`src/logic/dcf_pkg.sv`:
```
// package for the dual channel fault supervisor: timing, field positions, reset values
package dcf_pkg;
   localparam int NUM_CH = 2;
   // clock and restart timer
   localparam int CLK_HZ = 25_000_000;
   localparam int RESTART_MIN_MS = 4;
   localparam int RESTART_BASE_CYC = RESTART_MIN_MS * (CLK_HZ / 1000);
   localparam int TIMER_W = 20;
   // communication watchdog, plus the restart delay select reset value
   localparam int WD_W = 25;
   localparam logic [4:0] WD_TAP_RESET = 5'h18;
   localparam logic WD_ON_RESET = 1'h1;
   localparam logic [1:0] RESTART_SEL_RESET = 2'h0;
   // status register layout, per channel fields repeat every CH_STRIDE bits
   localparam int ST_W = 8;
   localparam int CH_STRIDE = 4;
   localparam int ST1_SHORT = 0;
   localparam int ST1_HS_LIM = 1;
   localparam int ST1_LS_LIM = 2;
   localparam int ST1_COMP_OV = 3;
   localparam int ST2_MIN_OFF = 0;
   localparam int ST2_BST_UV = 1;
   localparam int ST2_THERMAL = 2;
   localparam int ST3_THERMAL_WARN = 0;
   localparam int ST3_ANALOG_UV = 1;
   localparam int ST3_POWER_CYCLE = 2;
   localparam int ST3_SPI_ERROR = 3;
   localparam int ST3_LIMP_HOME = 4;
   localparam logic [ST_W-1:0] ST12_RESET = 8'h00;
   localparam logic [ST_W-1:0] ST3_RESET = 8'h04;
   // synchroniser vector width and channel recovery states
   localparam int SY_W = 20;
   typedef enum logic [2:0] {
      CH_OFF,
      CH_RUN,
      CH_WAIT_TIMER,
      CH_WAIT_COOL,
      CH_LATCHED
   } dcf_ch_state_t;
endpackage : dcf_pkg

```
`src/logic/dcf_restart_timer.sv`:
```
// restart timer for one channel: 1, 2, 4 or 8 base periods
`timescale 1ns/1ps
module dcf_restart_timer #(
   parameter int P_BASE_CYC = dcf_pkg::RESTART_BASE_CYC
) (
   // clock and reset
   input wire logic i_mclk,
   input wire logic i_nrst,
   // control
   input wire logic i_start,
   input wire logic [1:0] i_sel,
   // result
   output logic o_expired
);
   localparam logic [dcf_pkg::TIMER_W-1:0] ONE = 20'h00001;
   localparam logic [dcf_pkg::TIMER_W-1:0] ZERO = 20'h00000;
   logic [dcf_pkg::TIMER_W-1:0] count;
   logic [dcf_pkg::TIMER_W-1:0] next_count;
   logic busy;
   logic next_busy;
   logic next_expired;

   always_comb begin
      next_count = count;
      next_busy = busy;
      next_expired = 1'h0;
      if (i_start) begin
         // doubling per select step keeps the loader a plain shift
         next_count = (dcf_pkg::TIMER_W'(P_BASE_CYC) << i_sel) - ONE;
         next_busy = 1'h1;
      end else if (busy) begin
         if (count == ZERO) begin
            next_busy = 1'h0;
            next_expired = 1'h1;
         end else begin
            next_count = count - ONE;
         end
      end
   end

   always_ff @(posedge i_mclk or negedge i_nrst) begin
      if (!i_nrst) begin
         count <= ZERO;
         busy <= 1'h0;
         o_expired <= 1'h0;
      end else begin
         count <= next_count;
         busy <= next_busy;
         o_expired <= next_expired;
      end
   end
endmodule : dcf_restart_timer

```
`src/logic/dcf_supervisor.sv`:
```
// dual channel fault supervisor: status flags, fault recovery, watchdog, fault pin
`timescale 1ns/1ps
module dcf_supervisor #(
   parameter int P_RESTART_BASE_CYC = dcf_pkg::RESTART_BASE_CYC
) (
   // clock and reset
   input wire logic i_mclk,
   input wire logic i_nrst,
   // analog comparator levels, asynchronous, per channel
   input wire logic [1:0] i_csn_below_thr,
   input wire logic [1:0] i_hs_overcurrent,
   input wire logic [1:0] i_ls_overcurrent,
   input wire logic [1:0] i_at_min_off,
   input wire logic [1:0] i_bst_uv,
   input wire logic [1:0] i_comp_ov,
   input wire logic [1:0] i_over_temp,
   input wire logic [1:0] i_temp_cooled,
   input wire logic [1:0] i_vin_uv,
   // analog comparator levels, asynchronous, shared
   input wire logic i_thermal_warn,
   input wire logic i_analog_supply_uv,
   // spi framing events, same clock
   input wire logic i_spi_frame_valid,
   input wire logic i_spi_frame_error,
   input wire logic [2:0] i_status_rd_end,
   // configuration one write
   input wire logic i_cfg1_wr,
   input wire logic [1:0] i_channel_on_bit,
   input wire logic i_comm_watchdog_on,
   input wire logic i_fault_pin_clear,
   // configuration two write
   input wire logic i_cfg2_wr,
   input wire logic [1:0] i_thermal_latch_select,
   input wire logic [1:0] i_high_side_latch_select,
   input wire logic [1:0] i_low_side_latch_select,
   input wire logic [1:0] i_restart_delay_select,
   input wire logic [4:0] i_watchdog_tap_select,
   // status registers, channel on bits and standalone mode
   output logic [dcf_pkg::ST_W-1:0] o_status_reg_one,
   output logic [dcf_pkg::ST_W-1:0] o_status_reg_two,
   output logic [dcf_pkg::ST_W-1:0] o_status_reg_three,
   output logic [1:0] o_channel_on_bit,
   output logic o_standalone_mode,
   // power stage commands, per channel
   output logic [1:0] o_hs_allow,
   output logic [1:0] o_ls_allow,
   output logic [1:0] o_ls_force_on,
   output logic [1:0] o_comp_discharge,
   output logic [1:0] o_comp_disconnect,
   output logic [1:0] o_soft_start,
   // open drain fault pin
   output logic o_fault_pin_n_out,
   output logic o_fault_pin_n_oe
);
   localparam int NC = dcf_pkg::NUM_CH;
   localparam int CS = dcf_pkg::CH_STRIDE;
   localparam logic [dcf_pkg::WD_W-1:0] WD_ZERO = 25'h0000000;
   localparam logic [dcf_pkg::WD_W-1:0] WD_ONE = 25'h0000001;

   // two stage synchroniser for every comparator level
   logic [dcf_pkg::SY_W-1:0] sync_meta;
   logic [dcf_pkg::SY_W-1:0] sync_q;
   logic [1:0] s_short;
   logic [1:0] s_hs_oc;
   logic [1:0] s_ls_oc;
   logic [1:0] s_min_off;
   logic [1:0] s_bst_uv;
   logic [1:0] s_comp_ov;
   logic [1:0] s_over_temp;
   logic [1:0] s_cooled;
   logic [1:0] s_vin_uv;
   logic s_warn;
   logic s_auv;

   always_ff @(posedge i_mclk or negedge i_nrst) begin
      if (!i_nrst) begin
         sync_meta <= '0;
         sync_q <= '0;
      end else begin
         sync_meta <= {i_analog_supply_uv, i_thermal_warn, i_vin_uv, i_temp_cooled,
                       i_over_temp, i_comp_ov, i_bst_uv, i_at_min_off,
                       i_ls_overcurrent, i_hs_overcurrent, i_csn_below_thr};
         sync_q <= sync_meta;
      end
   end

   assign {s_auv, s_warn, s_vin_uv, s_cooled, s_over_temp, s_comp_ov, s_bst_uv,
           s_min_off, s_ls_oc, s_hs_oc, s_short} = sync_q;

   // configuration two fields, plus the watchdog enable from configuration one
   logic [1:0] cfg_tlatch;
   logic [1:0] cfg_hlatch;
   logic [1:0] cfg_llatch;
   logic [1:0] cfg_delay;
   logic [4:0] cfg_tap;
   logic cfg_wd_on;
   logic [1:0] next_tlatch;
   logic [1:0] next_hlatch;
   logic [1:0] next_llatch;
   logic [1:0] next_delay;
   logic [4:0] next_tap;
   logic next_wd_on;

   always_comb begin
      next_tlatch = cfg_tlatch;
      next_hlatch = cfg_hlatch;
      next_llatch = cfg_llatch;
      next_delay = cfg_delay;
      next_tap = cfg_tap;
      next_wd_on = cfg_wd_on;
      if (i_cfg2_wr) begin
         next_tlatch = i_thermal_latch_select;
         next_hlatch = i_high_side_latch_select;
         next_llatch = i_low_side_latch_select;
         next_delay = i_restart_delay_select;
         next_tap = i_watchdog_tap_select;
      end
      if (i_cfg1_wr) begin
         next_wd_on = i_comm_watchdog_on;
      end
   end

   always_ff @(posedge i_mclk or negedge i_nrst) begin
      if (!i_nrst) begin
         cfg_tlatch <= 2'h0;
         cfg_hlatch <= 2'h0;
         cfg_llatch <= 2'h0;
         cfg_delay <= dcf_pkg::RESTART_SEL_RESET;
         cfg_tap <= dcf_pkg::WD_TAP_RESET;
         cfg_wd_on <= dcf_pkg::WD_ON_RESET;
      end else begin
         cfg_tlatch <= next_tlatch;
         cfg_hlatch <= next_hlatch;
         cfg_llatch <= next_llatch;
         cfg_delay <= next_delay;
         cfg_tap <= next_tap;
         cfg_wd_on <= next_wd_on;
      end
   end

   // communication watchdog
   logic [dcf_pkg::WD_W-1:0] wd_cnt;
   logic [dcf_pkg::WD_W-1:0] next_wd_cnt;
   logic next_standalone;
   logic wd_timeout;

   always_comb begin
      next_wd_cnt = wd_cnt;
      next_standalone = o_standalone_mode;
      wd_timeout = 1'h0;
      if (!cfg_wd_on || o_standalone_mode) begin
         next_wd_cnt = WD_ZERO;
      end else if (i_spi_frame_valid) begin
         next_wd_cnt = WD_ZERO;
      end else if ((wd_cnt >> cfg_tap) != WD_ZERO) begin
         // taps at or above the counter width never fire
         wd_timeout = 1'h1;
         next_standalone = 1'h1;
         next_wd_cnt = WD_ZERO;
      end else begin
         next_wd_cnt = wd_cnt + WD_ONE;
      end
   end

   always_ff @(posedge i_mclk or negedge i_nrst) begin
      if (!i_nrst) begin
         wd_cnt <= WD_ZERO;
         o_standalone_mode <= 1'h0;
      end else begin
         wd_cnt <= next_wd_cnt;
         o_standalone_mode <= next_standalone;
      end
   end

   // per channel recovery state
   logic [1:0] ch_fault_active;

   for (genvar c = 0; c < NC; c++) begin : g_ch
      dcf_pkg::dcf_ch_state_t state;
      dcf_pkg::dcf_ch_state_t next_state;
      logic hs_kind;
      logic next_hs_kind;
      logic next_on;
      logic timer_start;
      logic timer_done;
      logic flags_clear;
      logic run_ok;
      logic next_hs_allow;
      logic next_ls_allow;
      logic next_ls_force;
      logic next_comp_dis;
      logic next_comp_disc;
      logic next_soft;

      dcf_restart_timer #(
         .P_BASE_CYC(P_RESTART_BASE_CYC)
      ) u_timer (
         .i_mclk(i_mclk),
         .i_nrst(i_nrst),
         .i_start(timer_start),
         .i_sel(cfg_delay),
         .o_expired(timer_done)
      );

      assign flags_clear = !o_status_reg_one[c*CS+dcf_pkg::ST1_HS_LIM]
                           && !o_status_reg_one[c*CS+dcf_pkg::ST1_LS_LIM]
                           && !o_status_reg_two[c*CS+dcf_pkg::ST2_THERMAL];
      assign ch_fault_active[c] = s_hs_oc[c] || s_ls_oc[c] || s_over_temp[c]
                                  || state == dcf_pkg::CH_WAIT_TIMER
                                  || state == dcf_pkg::CH_WAIT_COOL
                                  || state == dcf_pkg::CH_LATCHED;

      always_comb begin
         next_state = state;
         next_hs_kind = hs_kind;
         next_on = o_channel_on_bit[c];
         timer_start = 1'h0;
         next_soft = 1'h0;
         if (i_cfg1_wr) begin
            next_on = i_channel_on_bit[c];
         end
         unique case (state)
            dcf_pkg::CH_OFF: begin
               if (o_channel_on_bit[c]) begin
                  next_state = dcf_pkg::CH_RUN;
               end
            end
            dcf_pkg::CH_RUN: begin
               if (!o_channel_on_bit[c]) begin
                  next_state = dcf_pkg::CH_OFF;
               end else if (s_over_temp[c]) begin
                  if (cfg_tlatch[c]) begin
                     next_state = dcf_pkg::CH_LATCHED;
                     next_on = 1'h0;
                  end else begin
                     next_state = dcf_pkg::CH_WAIT_COOL;
                  end
               end else if (s_hs_oc[c] || s_ls_oc[c]) begin
                  next_hs_kind = s_hs_oc[c];
                  if ((s_hs_oc[c] && cfg_hlatch[c]) || (s_ls_oc[c] && cfg_llatch[c])) begin
                     next_state = dcf_pkg::CH_LATCHED;
                     next_on = 1'h0;
                  end else begin
                     next_state = dcf_pkg::CH_WAIT_TIMER;
                     timer_start = 1'h1;
                  end
               end
            end
            dcf_pkg::CH_WAIT_TIMER: begin
               if (!o_channel_on_bit[c]) begin
                  next_state = dcf_pkg::CH_OFF;
               end else if (timer_done) begin
                  next_state = dcf_pkg::CH_RUN;
                  next_soft = 1'h1;
               end
            end
            dcf_pkg::CH_WAIT_COOL: begin
               if (!o_channel_on_bit[c]) begin
                  next_state = dcf_pkg::CH_OFF;
               end else if (s_cooled[c] && !s_over_temp[c]) begin
                  next_state = dcf_pkg::CH_RUN;
                  next_soft = 1'h1;
               end
            end
            dcf_pkg::CH_LATCHED: begin
               // a turn on write is refused while a latching flag is still set
               next_on = 1'h0;
               if (i_cfg1_wr && i_channel_on_bit[c] && flags_clear) begin
                  next_on = 1'h1;
                  next_state = dcf_pkg::CH_RUN;
                  next_soft = 1'h1;
               end
            end
         endcase
         // input undervoltage only gates switching, nothing is recorded
         run_ok = state == dcf_pkg::CH_RUN && !s_vin_uv[c];
         next_hs_allow = run_ok && !s_hs_oc[c] && !s_ls_oc[c] && !s_bst_uv[c]
                         && !s_over_temp[c];
         next_ls_allow = run_ok && !s_ls_oc[c] && !s_over_temp[c];
         next_ls_force = (run_ok && (s_hs_oc[c] || s_bst_uv[c]) && !s_ls_oc[c])
                         || (hs_kind && !s_ls_oc[c] && (state == dcf_pkg::CH_WAIT_TIMER
                         || state == dcf_pkg::CH_LATCHED));
         next_comp_dis = state != dcf_pkg::CH_RUN || s_hs_oc[c] || s_ls_oc[c];
         // follows the min off level in every state so the network is never left cut off
         next_comp_disc = s_min_off[c];
      end

      always_ff @(posedge i_mclk or negedge i_nrst) begin
         if (!i_nrst) begin
            state <= dcf_pkg::CH_OFF;
            hs_kind <= 1'h0;
            o_channel_on_bit[c] <= 1'h0;
            o_hs_allow[c] <= 1'h0;
            o_ls_allow[c] <= 1'h0;
            o_ls_force_on[c] <= 1'h0;
            o_comp_discharge[c] <= 1'h1;
            o_comp_disconnect[c] <= 1'h0;
            o_soft_start[c] <= 1'h0;
         end else begin
            state <= next_state;
            hs_kind <= next_hs_kind;
            o_channel_on_bit[c] <= next_on;
            o_hs_allow[c] <= next_hs_allow;
            o_ls_allow[c] <= next_ls_allow;
            o_ls_force_on[c] <= next_ls_force;
            o_comp_discharge[c] <= next_comp_dis;
            o_comp_disconnect[c] <= next_comp_disc;
            o_soft_start[c] <= next_soft;
         end
      end
   end

   // status flag conditions: a set always beats a read clear in the same cycle
   logic [dcf_pkg::ST_W-1:0] cond1;
   logic [dcf_pkg::ST_W-1:0] cond2;
   logic [dcf_pkg::ST_W-1:0] cond3;
   logic [dcf_pkg::ST_W-1:0] next_st1;
   logic [dcf_pkg::ST_W-1:0] next_st2;
   logic [dcf_pkg::ST_W-1:0] next_st3;

   always_comb begin
      cond1 = '0;
      cond2 = '0;
      cond3 = '0;
      for (int c = 0; c < NC; c++) begin
         cond1[c*CS+dcf_pkg::ST1_SHORT] = s_short[c];
         cond1[c*CS+dcf_pkg::ST1_HS_LIM] = s_hs_oc[c];
         cond1[c*CS+dcf_pkg::ST1_LS_LIM] = s_ls_oc[c];
         cond1[c*CS+dcf_pkg::ST1_COMP_OV] = s_comp_ov[c];
         cond2[c*CS+dcf_pkg::ST2_MIN_OFF] = s_min_off[c];
         cond2[c*CS+dcf_pkg::ST2_BST_UV] = s_bst_uv[c];
         cond2[c*CS+dcf_pkg::ST2_THERMAL] = s_over_temp[c];
      end
      cond3[dcf_pkg::ST3_THERMAL_WARN] = s_warn;
      cond3[dcf_pkg::ST3_ANALOG_UV] = s_auv;
      cond3[dcf_pkg::ST3_SPI_ERROR] = i_spi_frame_error || wd_timeout;
      cond3[dcf_pkg::ST3_LIMP_HOME] = o_standalone_mode;
      next_st1 = (o_status_reg_one & ~({dcf_pkg::ST_W{i_status_rd_end[0]}} & ~cond1))
                 | cond1;
      next_st2 = (o_status_reg_two & ~({dcf_pkg::ST_W{i_status_rd_end[1]}} & ~cond2))
                 | cond2;
      next_st3 = (o_status_reg_three & ~({dcf_pkg::ST_W{i_status_rd_end[2]}} & ~cond3))
                 | cond3;
   end

   always_ff @(posedge i_mclk or negedge i_nrst) begin
      if (!i_nrst) begin
         o_status_reg_one <= dcf_pkg::ST12_RESET;
         o_status_reg_two <= dcf_pkg::ST12_RESET;
         o_status_reg_three <= dcf_pkg::ST3_RESET;
      end else begin
         o_status_reg_one <= next_st1;
         o_status_reg_two <= next_st2;
         o_status_reg_three <= next_st3;
      end
   end

   // fault pin: only current limit and thermal faults, plus the power cycle at reset
   logic fault_event;
   logic next_fpin;

   always_comb begin
      fault_event = |(s_hs_oc | s_ls_oc | s_over_temp);
      next_fpin = o_fault_pin_n_oe;
      if (i_cfg1_wr && i_fault_pin_clear && !(|ch_fault_active)) begin
         next_fpin = 1'h0;
      end
      if (fault_event) begin
         next_fpin = 1'h1;
      end
   end

   always_ff @(posedge i_mclk or negedge i_nrst) begin
      if (!i_nrst) begin
         o_fault_pin_n_oe <= 1'h1;
         o_fault_pin_n_out <= 1'h0;
      end else begin
         o_fault_pin_n_oe <= next_fpin;
         o_fault_pin_n_out <= 1'h0;
      end
   end
endmodule : dcf_supervisor

```
`config.mk`:
```
export PLATFORM = sky130hd
export DESIGN_NAME = dcf_supervisor
export DESIGN_NICKNAME = d
export VERILOG_FILES = /design/src/logic/dcf_pkg.sv /design/src/logic/dcf_restart_timer.sv /design/src/logic/dcf_supervisor.sv
export SDC_FILE = /design/constraint.sdc
export NUM_CORES = 1
export LEC_CHECK = 0
export BUFFER_PORTS_ARGS = -buffer_cell sky130_fd_sc_hd__buf_2
export CORE_MARGIN = 1
export CORE_UTILIZATION = 55
export CTS_CLUSTER_DIAMETER = 150
export CTS_CLUSTER_SIZE = 16
export DETAILED_ROUTE_END_ITERATION = 10
export MAX_ROUTING_LAYER = met4
export PLACE_DENSITY = 0.81
export SLEW_MARGIN = 10
export SYNTH_ARGS = -nofsm -noshare
export SYNTH_HDL_FRONTEND = slang
export SYNTH_HIERARCHICAL = 1
export SYNTH_SLANG_ARGS = --single-unit
```
`constraint.sdc`:
```
create_clock -name i_mclk -period 4.7 [get_ports i_mclk]
set_input_delay 0.47 -clock i_mclk [delete_from_list [all_inputs] [get_ports i_mclk]]
set_output_delay 0.47 -clock i_mclk [all_outputs]
set_load 0.01 [all_outputs]
```
==> results.md, run 1 <==
| Parameter | Value |
| --- | --- |
| Setup repair after global routing missed its margin | no |
| Worst IR drop on VDD | 326 uV |
| Ys Warns | 6 |
| Maximum frequency from static timing analysis | 272 MHz |
| Total DRC errors in the routed layout | 0 |
| Maximum number of pins on one net before global-route repair | 102 |
| Total of endpoints with negative setup slack in the final report | 0 |
| Synthesized cell area | 8500 um^2 |
| Setup Slack @ Placement | 1180 ps |
| Die outline area | 16000 um^2 |
| Run status | completed |
| Total number of vias | 6319 |
| Final instance count without filler cells | 1084 |
| Power Density | 503 nW/um^2 |
| Post-Route Setup TNS | 0 ps |
| Logic gate share of total power | 26.9% |
| Reg2reg start | g_ch[1].state[2] |
| Pint | 0.00316 W |
| Number of buffers created by CTS | 17 |
| Share of flip-flops with an asynchronous set or reset | 100% |
| Clock root cell | sky130_fd_sc_hd__clkbuf_16 |
| Vertical die dimension | 126 um |
| Post-synthesis net count | 868 |
| Net switching share of the total power | 34.6% |
| Resized cells post-CTS | 0 |
| Min-Delay Startpoint | i_over_temp[1] |
| Startpoint-to-endpoint class of the critical path | reg2reg |
| Static Leakage | 4.24 nW |
| Area growth syn-to-layout | 13.0% |
| Residual overflow from global routing | 0 |
| Clock skew after layout | 9.02 ps |
| Share of power burned in the clock network | 29.5% |
| Cell taking the most area after synthesis | sky130_fd_sc_hd__dfrtp_1 |
| Cell count after placement | 1051 |
| Core area | 15100 um^2 |
| Violation count after the first detailed-route iteration | 489 |
| Maxcap violations | 0 |
| Number of iterations in the first detailed-routing pass | 5 |
| Vias per cell | 5.83 |
| Residual antenna-violating net count after detailed routing | 0 |
| Global-route usage over all layers | 23.9% |
| Top cell types by occurrence after synthesis | 164 x sky130_fd_sc_hd__dfrtp_1, 73 x sky130_fd_sc_hd__nor2_1, 65 x sky130_fd_sc_hd__nand2_1 |
| Count of final max-slew check failures | 0 |
| Port Buffers | 85 |
| Overall routed net length | 17.7 mm |
| First-pass GRT wire length | 29.4 mm |
| Crit end category | flop |
| Most frequent cell after synthesis | sky130_fd_sc_hd__dfrtp_1 |
| Hold_buf cts | 0 |
| Total power after layout | 0.00483 W |
| Sort of element at the start of the critical path | flop |
| Share of post-route cells with drive strength above 1 | 19.3% |
| Rows | 45 |
| Worst Setup SP | g_ch[1].state[2] |
| CTS tree | yes |
| Data arrival time of the worst path | 3950 ps |
| Top_reg_cell synth | sky130_fd_sc_hd__dfrtp_1 |
| Post-route minimum period | 3670 ps |
| EDFF count, synth | 0 |
| Gp weighted congestion | 0.888 |
| Total half-perimeter wirelength after legalization and detailed placement | 12.2 mm |
| CTS Buffer Depth | 2 |
| Share of synthesized area occupied by flip-flops and latches | 50.5% |
| Post-route fraction of the period consumed by the critical path | 78.1% |
| Die span in x | 126 um |
| Number of distinct library cell variants in the gate-level netlist after synthesis | 77 |
| Number of antenna violations at the first check in global routing | 1 |
| Min-Delay Path Class | in2reg |
| Vias in the first global route | 5958 |
| Clock-pin slew reported for the worst setup and hold paths after clock tree synthesis | 70 ps |
| Flop and latch count out of synthesis | 171 |
| Number of post-CTS setup repair buffers | 0 |
| Clock latency on the worst-skew pair | 430 ps |
| Required time at the endpoint of the critical path | 4980 ps |
| Portion of total power attributed to sequential cells | 43.5% |
| Remaining max-slew budget at the tightest pin | 41.9% |
| H-tree depth | 4 |
| Top post-synthesis cells by area | sky130_fd_sc_hd__dfrtp_1 48%, sky130_fd_sc_hd__xnor2_1 3.8%, sky130_fd_sc_hd__xor2_1 3.3% |
| Avg Cell Area, Syn | 10.6 um^2 |
| Top fanout value on the critical path | 22 |
| Power dissipated by switching net loads | 0.00167 W |
| Initial Util | 56.1% |
| Post-layout net count | 947 |
| Area share of the leading cell type in the synthesized netlist | 48.3% |
| Top Ports | 87 |
| Clock tree sinks | 171 |
| Slew at the pin closest to its max-slew limit | 872 ps |
| Post-route worst setup slack | 1030 ps |
| Detailed-route wire length per cell | 16.4 um |
| Number of endpoints with negative hold slack in the final report | 0 |
| Gate count after technology mapping | 803 |
-- registers in the layout, summed over array words and instances (netlist names), 5 cells and up --
signal              cells
g_ch.u_timer/count     40
wd_cnt                 25
sync_meta              20
sync_q                 20
o_status_reg_one        8
o_status_reg_three      8
o_status_reg_two        8
g_ch.state              6
cfg_tap                 5
-- worst max-delay path, cell delays in order, from the launching register on --
cell                      delay (ps)
sky130_fd_sc_hd__dfrtp_1         460
sky130_fd_sc_hd__nor3b_1         400
sky130_fd_sc_hd__nand2_1         200
sky130_fd_sc_hd__nor4_2          550
sky130_fd_sc_hd__inv_1           520
sky130_fd_sc_hd__nand2_1         170
sky130_fd_sc_hd__ha_1            330
sky130_fd_sc_hd__nand4_1         270
sky130_fd_sc_hd__nor4_1          320
sky130_fd_sc_hd__xnor2_1         190
sky130_fd_sc_hd__mux2i_1         110
-- cell type report --
type                            count  area (um^2)
Fill cell                        1165         5550
Clock buffer                       20          457
Timing Repair Buffer               91          477
Sequential cell                   171         4290
Tap cell                          188          235
Antenna cell                        1         2.50
Clock inverter                     12          150
Multi-Input combinational cell    577         3900
Inverter                           24         90.1
-- kinds of logic (layout without fill, tap and decap cells) --
logic type                 after synthesis  in the layout  share of synthesized area, %
muxes                                   30             30                          3.84
xor gates and xnor gates                69             69                          7.11
and+or+nand+nor                        300            300                          18.6
DFF                                    171            171                          50.5
AOI/OAI and AO/OA                      158            158                          13.3
buffers and inverters                   55            147                          3.80
adders and majority gates               19             19                          2.80
other                                    1              2                        0.0441
-- metal layers --
| metal | part of all wire [%] | global-route usage [%] | vias up |
|---|---|---|---|
| met1 | 46 | 32.3 | 3064 |
| met3 | 5.2 | 4.09 | 23 |
| met4 | 1.9 | 9.36 | 0 |
| met5 | 0 | - | - |
| li1 | - | - | 3030 |
| met2 | 47 | 36.3 | 202 |
-- path summary, 6_finish.rpt --
kind	endpoint	depth (start not counted)	slack (ps)
max	g_ch[1].u_timer/count[16]	10	1030
min	sync_meta[13]	1	140
max reg2reg	g_ch[1].u_timer/count[16]	10	1030
min reg2reg	sync_q[14]	0	350
max in group asynchronous	cfg_wd_on	2	3500
min in group asynchronous	sync_meta[10]	1	150
-- stage by stage --
| stage | utilization [%] | area [um^2] | hold WS [ps] |
|---|---|---|---|
| floorplan | - | 8500 | 174 |
| global placement | 59.3 | 8990 | 332 |
| detailed placement | 59.3 | 8990 | 335 |
| CTS | 63.4 | 9600 | 125 |
| global route | 63.4 | 9600 | 120 |
| finish | 63.4 | 9600 | 139 |
-- power by group through the flow --
stage	Sequential, W	Combinational [W]	Clock [W]
after detailed placement	0.00212	0.00128	0
after floorplan	0.00201	0.00106	0
after CTS	0.00209	0.00130	0.00146
after global placement	0.00211	0.00125	0
final	0.00210	0.00130	0.00143
after global routing	0.00214	0.00145	0.00151
-- cells in the final DEF (no fill, tap or decap), types with 19 or more instances in the layout --
master	count
sky130_fd_sc_hd__xor2_1	32
sky130_fd_sc_hd__nand2_1	65
sky130_fd_sc_hd__ha_1	19
sky130_fd_sc_hd__inv_1	23
sky130_fd_sc_hd__o21ai_0	28
sky130_fd_sc_hd__nor3_1	27
sky130_fd_sc_hd__dfrtp_1	164
sky130_fd_sc_hd__a21oi_1	25
sky130_fd_sc_hd__nor2_1	73
sky130_fd_sc_hd__buf_2	84
sky130_fd_sc_hd__xnor2_1	37
sky130_fd_sc_hd__nor4_1	20
sky130_fd_sc_hd__a21o_1	22
Power figures use the tool's default switching activity.
==> inputs of run 2 (changes only) <==
==> constraint.sdc (replaced) <==
create_clock -name i_mclk -period 3.6 [get_ports i_mclk]
set_input_delay 0.36 -clock i_mclk [delete_from_list [all_inputs] [get_ports i_mclk]]
set_output_delay 0.36 -clock i_mclk [all_outputs]
set_load 0.01 [all_outputs]
==> run 2 against run 1 <==
Against the previous run: cell count is 0.65% higher; total power is 31% higher; worst setup slack got worse by 750 ps; non-clock buffer count rose by 8; critical path type unchanged; largest power group unchanged; first-iteration DRC count is 4.9% higher; sequential share of layout area down 0.38 points; critical path depth grew 1; critical endpoint is now g_ch[1].u_timer/count[14].
==> results.md, run 2 (synthesized netlist as in run 1, its figures left out) <==
| Parameter | Value |
| --- | --- |
| Static Leakage | 4.28 nW |
| Fillers | 1143 |
| Port Buffers | 85 |
| Rows | 45 |
| Vias in the first global route | 6170 |
| Area growth syn-to-layout | 13.9% |
| Violation count after the first detailed-route iteration | 513 |
| Sort of element at the start of the critical path | flop |
| Total half-perimeter wirelength after legalization and detailed placement | 12.4 mm |
| Required time at the endpoint of the critical path | 3900 ps |
| Met1 wire length | 8.24 mm |
| H-tree depth | 4 |
| Total number of vias | 6371 |
| Flip-flop and latch area | 4290 um^2 |
| Clock tree sinks | 171 |
| Total DRC errors in the routed layout | 0 |
| Post-layout net count | 955 |
| Post-Route Setup TNS | 0 ps |
| Top fanout value on the critical path | 20 |
| Number of iterations in the first detailed-routing pass | 6 |
| Initial Util | 56.1% |
| Clock root cell | sky130_fd_sc_hd__clkbuf_16 |
| Crit end category | flop |
| Data arrival time of the worst path | 3630 ps |
| Post-route worst setup slack | 277 ps |
| Setup repair after global routing missed its margin | no |
| Core area | 15100 um^2 |
| CTS tree | yes |
| Count of final max-slew check failures | 0 |
| Number of antenna violations at the first check in global routing | 0 |
| Residual overflow from global routing | 0 |
| Vertical die dimension | 126 um |
| Top Ports | 87 |
| Gp weighted congestion | 0.906 |
| Slew at the pin closest to its max-slew limit | 657 ps |
| Total area of multi-input combinational cells | 3920 um^2 |
| First-pass GRT wire length | 30.3 mm |
| Detailed-route wire length per cell | 16.6 um |
| Top register by number of flip-flops | g_ch.u_timer/count |
| Overall routed net length | 18.1 mm |
| Most common cell after layout, fill and taps aside | sky130_fd_sc_hd__dfrtp_1 |
| Detailed-routed wire length on met3 | 1.03 mm |
| Vias per cell | 5.84 |
| Global-route usage over all layers | 24.7% |
| Total power after layout | 0.00634 W |
| Residual antenna-violating net count after detailed routing | 0 |
| Number of endpoints with negative hold slack in the final report | 0 |
| Maximum frequency from static timing analysis | 301 MHz |
| Max layer used | met4 |
| Regs by FF count | g_ch.u_timer/count x40, wd_cnt x25 |
| Die outline area | 16000 um^2 |
| Post-route minimum period | 3320 ps |
| Routed length on met2 | 8.43 mm |
| Die span in x | 126 um |
| Remaining max-slew budget at the tightest pin | 55.8% |
| CTS Buffer Depth | 2 |
| Setup Slack @ Placement | 397 ps |
| Startpoint-to-endpoint class of the critical path | reg2reg |
| Maximum number of pins on one net before global-route repair | 92 |
| Min-Delay Path Class | in2reg |
| Clock latency on the worst-skew pair | 430 ps |
| Clock-pin slew reported for the worst setup and hold paths after clock tree synthesis | 70 ps |
| Total of endpoints with negative setup slack in the final report | 0 |
| Top library cells by usage in the layout, fill and taps aside | 164 x sky130_fd_sc_hd__dfrtp_1, 84 x sky130_fd_sc_hd__buf_2, 73 x sky130_fd_sc_hd__nor2_1 |
| Worst IR drop on VDD | 435 uV |
| Clock skew after layout | 7.33 ps |
| Ant. Diodes | 0 |
| Run status | completed |
| Flip-flop count of the largest register, all copies and words added | 40 |
| Share of post-route cells with drive strength above 1 | 20.0% |
| Power Density | 655 nW/um^2 |
| Final core utilization | 63.9% |
| Number of buffers created by CTS | 17 |
| Maxcap violations | 0 |
| Post-route fraction of the period consumed by the critical path | 92.3% |
## run 2: cell types whose count changed in the layout (fill, tap and decap cells not counted), sizes merged
cell and delta:
buf +7, diode -1, bufinv -1, clkbuf -3, clkinv +2, dlygate4sd3 +1, clkinvlp +1, inv +1
## run 2: what timing repair did
action                     CTS  global route
hold endpoints to repair    29             0
hold buffers                 1             0
setup endpoints to repair    0             0
setup buffers                0             0
resized for setup            0             0
## run 2: critical path, stage by stage (launching register included)
cell and delay [ps]:
sky130_fd_sc_hd__dfrtp_1 460, sky130_fd_sc_hd__nor3b_1 350, sky130_fd_sc_hd__nand2_1 200, sky130_fd_sc_hd__nor4_4 420, sky130_fd_sc_hd__buf_4 250, sky130_fd_sc_hd__buf_4 240
sky130_fd_sc_hd__nand2b_1 100, sky130_fd_sc_hd__a2bb2oi_1 240, sky130_fd_sc_hd__nand3_1 240, sky130_fd_sc_hd__nor4_1 400, sky130_fd_sc_hd__xnor2_1 190, sky130_fd_sc_hd__o21ai_0 100
## run 2: routing by layer
layer | GRT usage (%) | vias up
met5 | - | -
met4 | 8.72 | 0
met3 | 4.77 | 39
met2 | 37.5 | 239
met1 | 33.2 | 3053
li1 | - | 3040
## run 2: final cells by class
| type | count | area share [%] |
|---|---|---|
| sequential | 171 | 44.3 |
| clock buffer | 17 | 4.40 |
| clock inverter | 15 | 1.78 |
| multi-input combinational | 577 | 40.5 |
| timing repair buffer | 99 | 5.70 |
| tap | 188 | 2.43 |
| inverter | 24 | 0.931 |
## run 2: worst paths after layout
path | startpoint | endpoint | slack [ps] | cells past startpoint
max reg2reg | g_ch[1].state[2] | g_ch[1].u_timer/count[14] | 280 | 11
min in group asynchronous | i_nrst | sync_q[1] | 360 | 2
max | g_ch[1].state[2] | g_ch[1].u_timer/count[14] | 280 | 11
max in group asynchronous | i_nrst | g_ch[1].u_timer/count[14] | 2290 | 3
min | i_over_temp[1] | sync_meta[13] | 30 | 1
min reg2reg | sync_meta[16] | sync_q[16] | 350 | 0
## run 2: per-stage QoR
| step | cell area [um^2] | std cells | hold WS (ps) |
|---|---|---|---|
| floorplan | 8510 | 803 | 64.4 |
| global placement | 9070 | 1058 | 255 |
| detailed placement | 9070 | 1058 | 255 |
| CTS | 9680 | 1091 | 18.9 |
| global route | 9680 | 1091 | 19.2 |
| finish | 9680 | 1091 | 29.4 |
## run 2: where the power goes
group          switching [W]  internal [W]
clock network       0.000849      0.000992
logic               0.000968      0.000780
registers           0.000463       0.00229
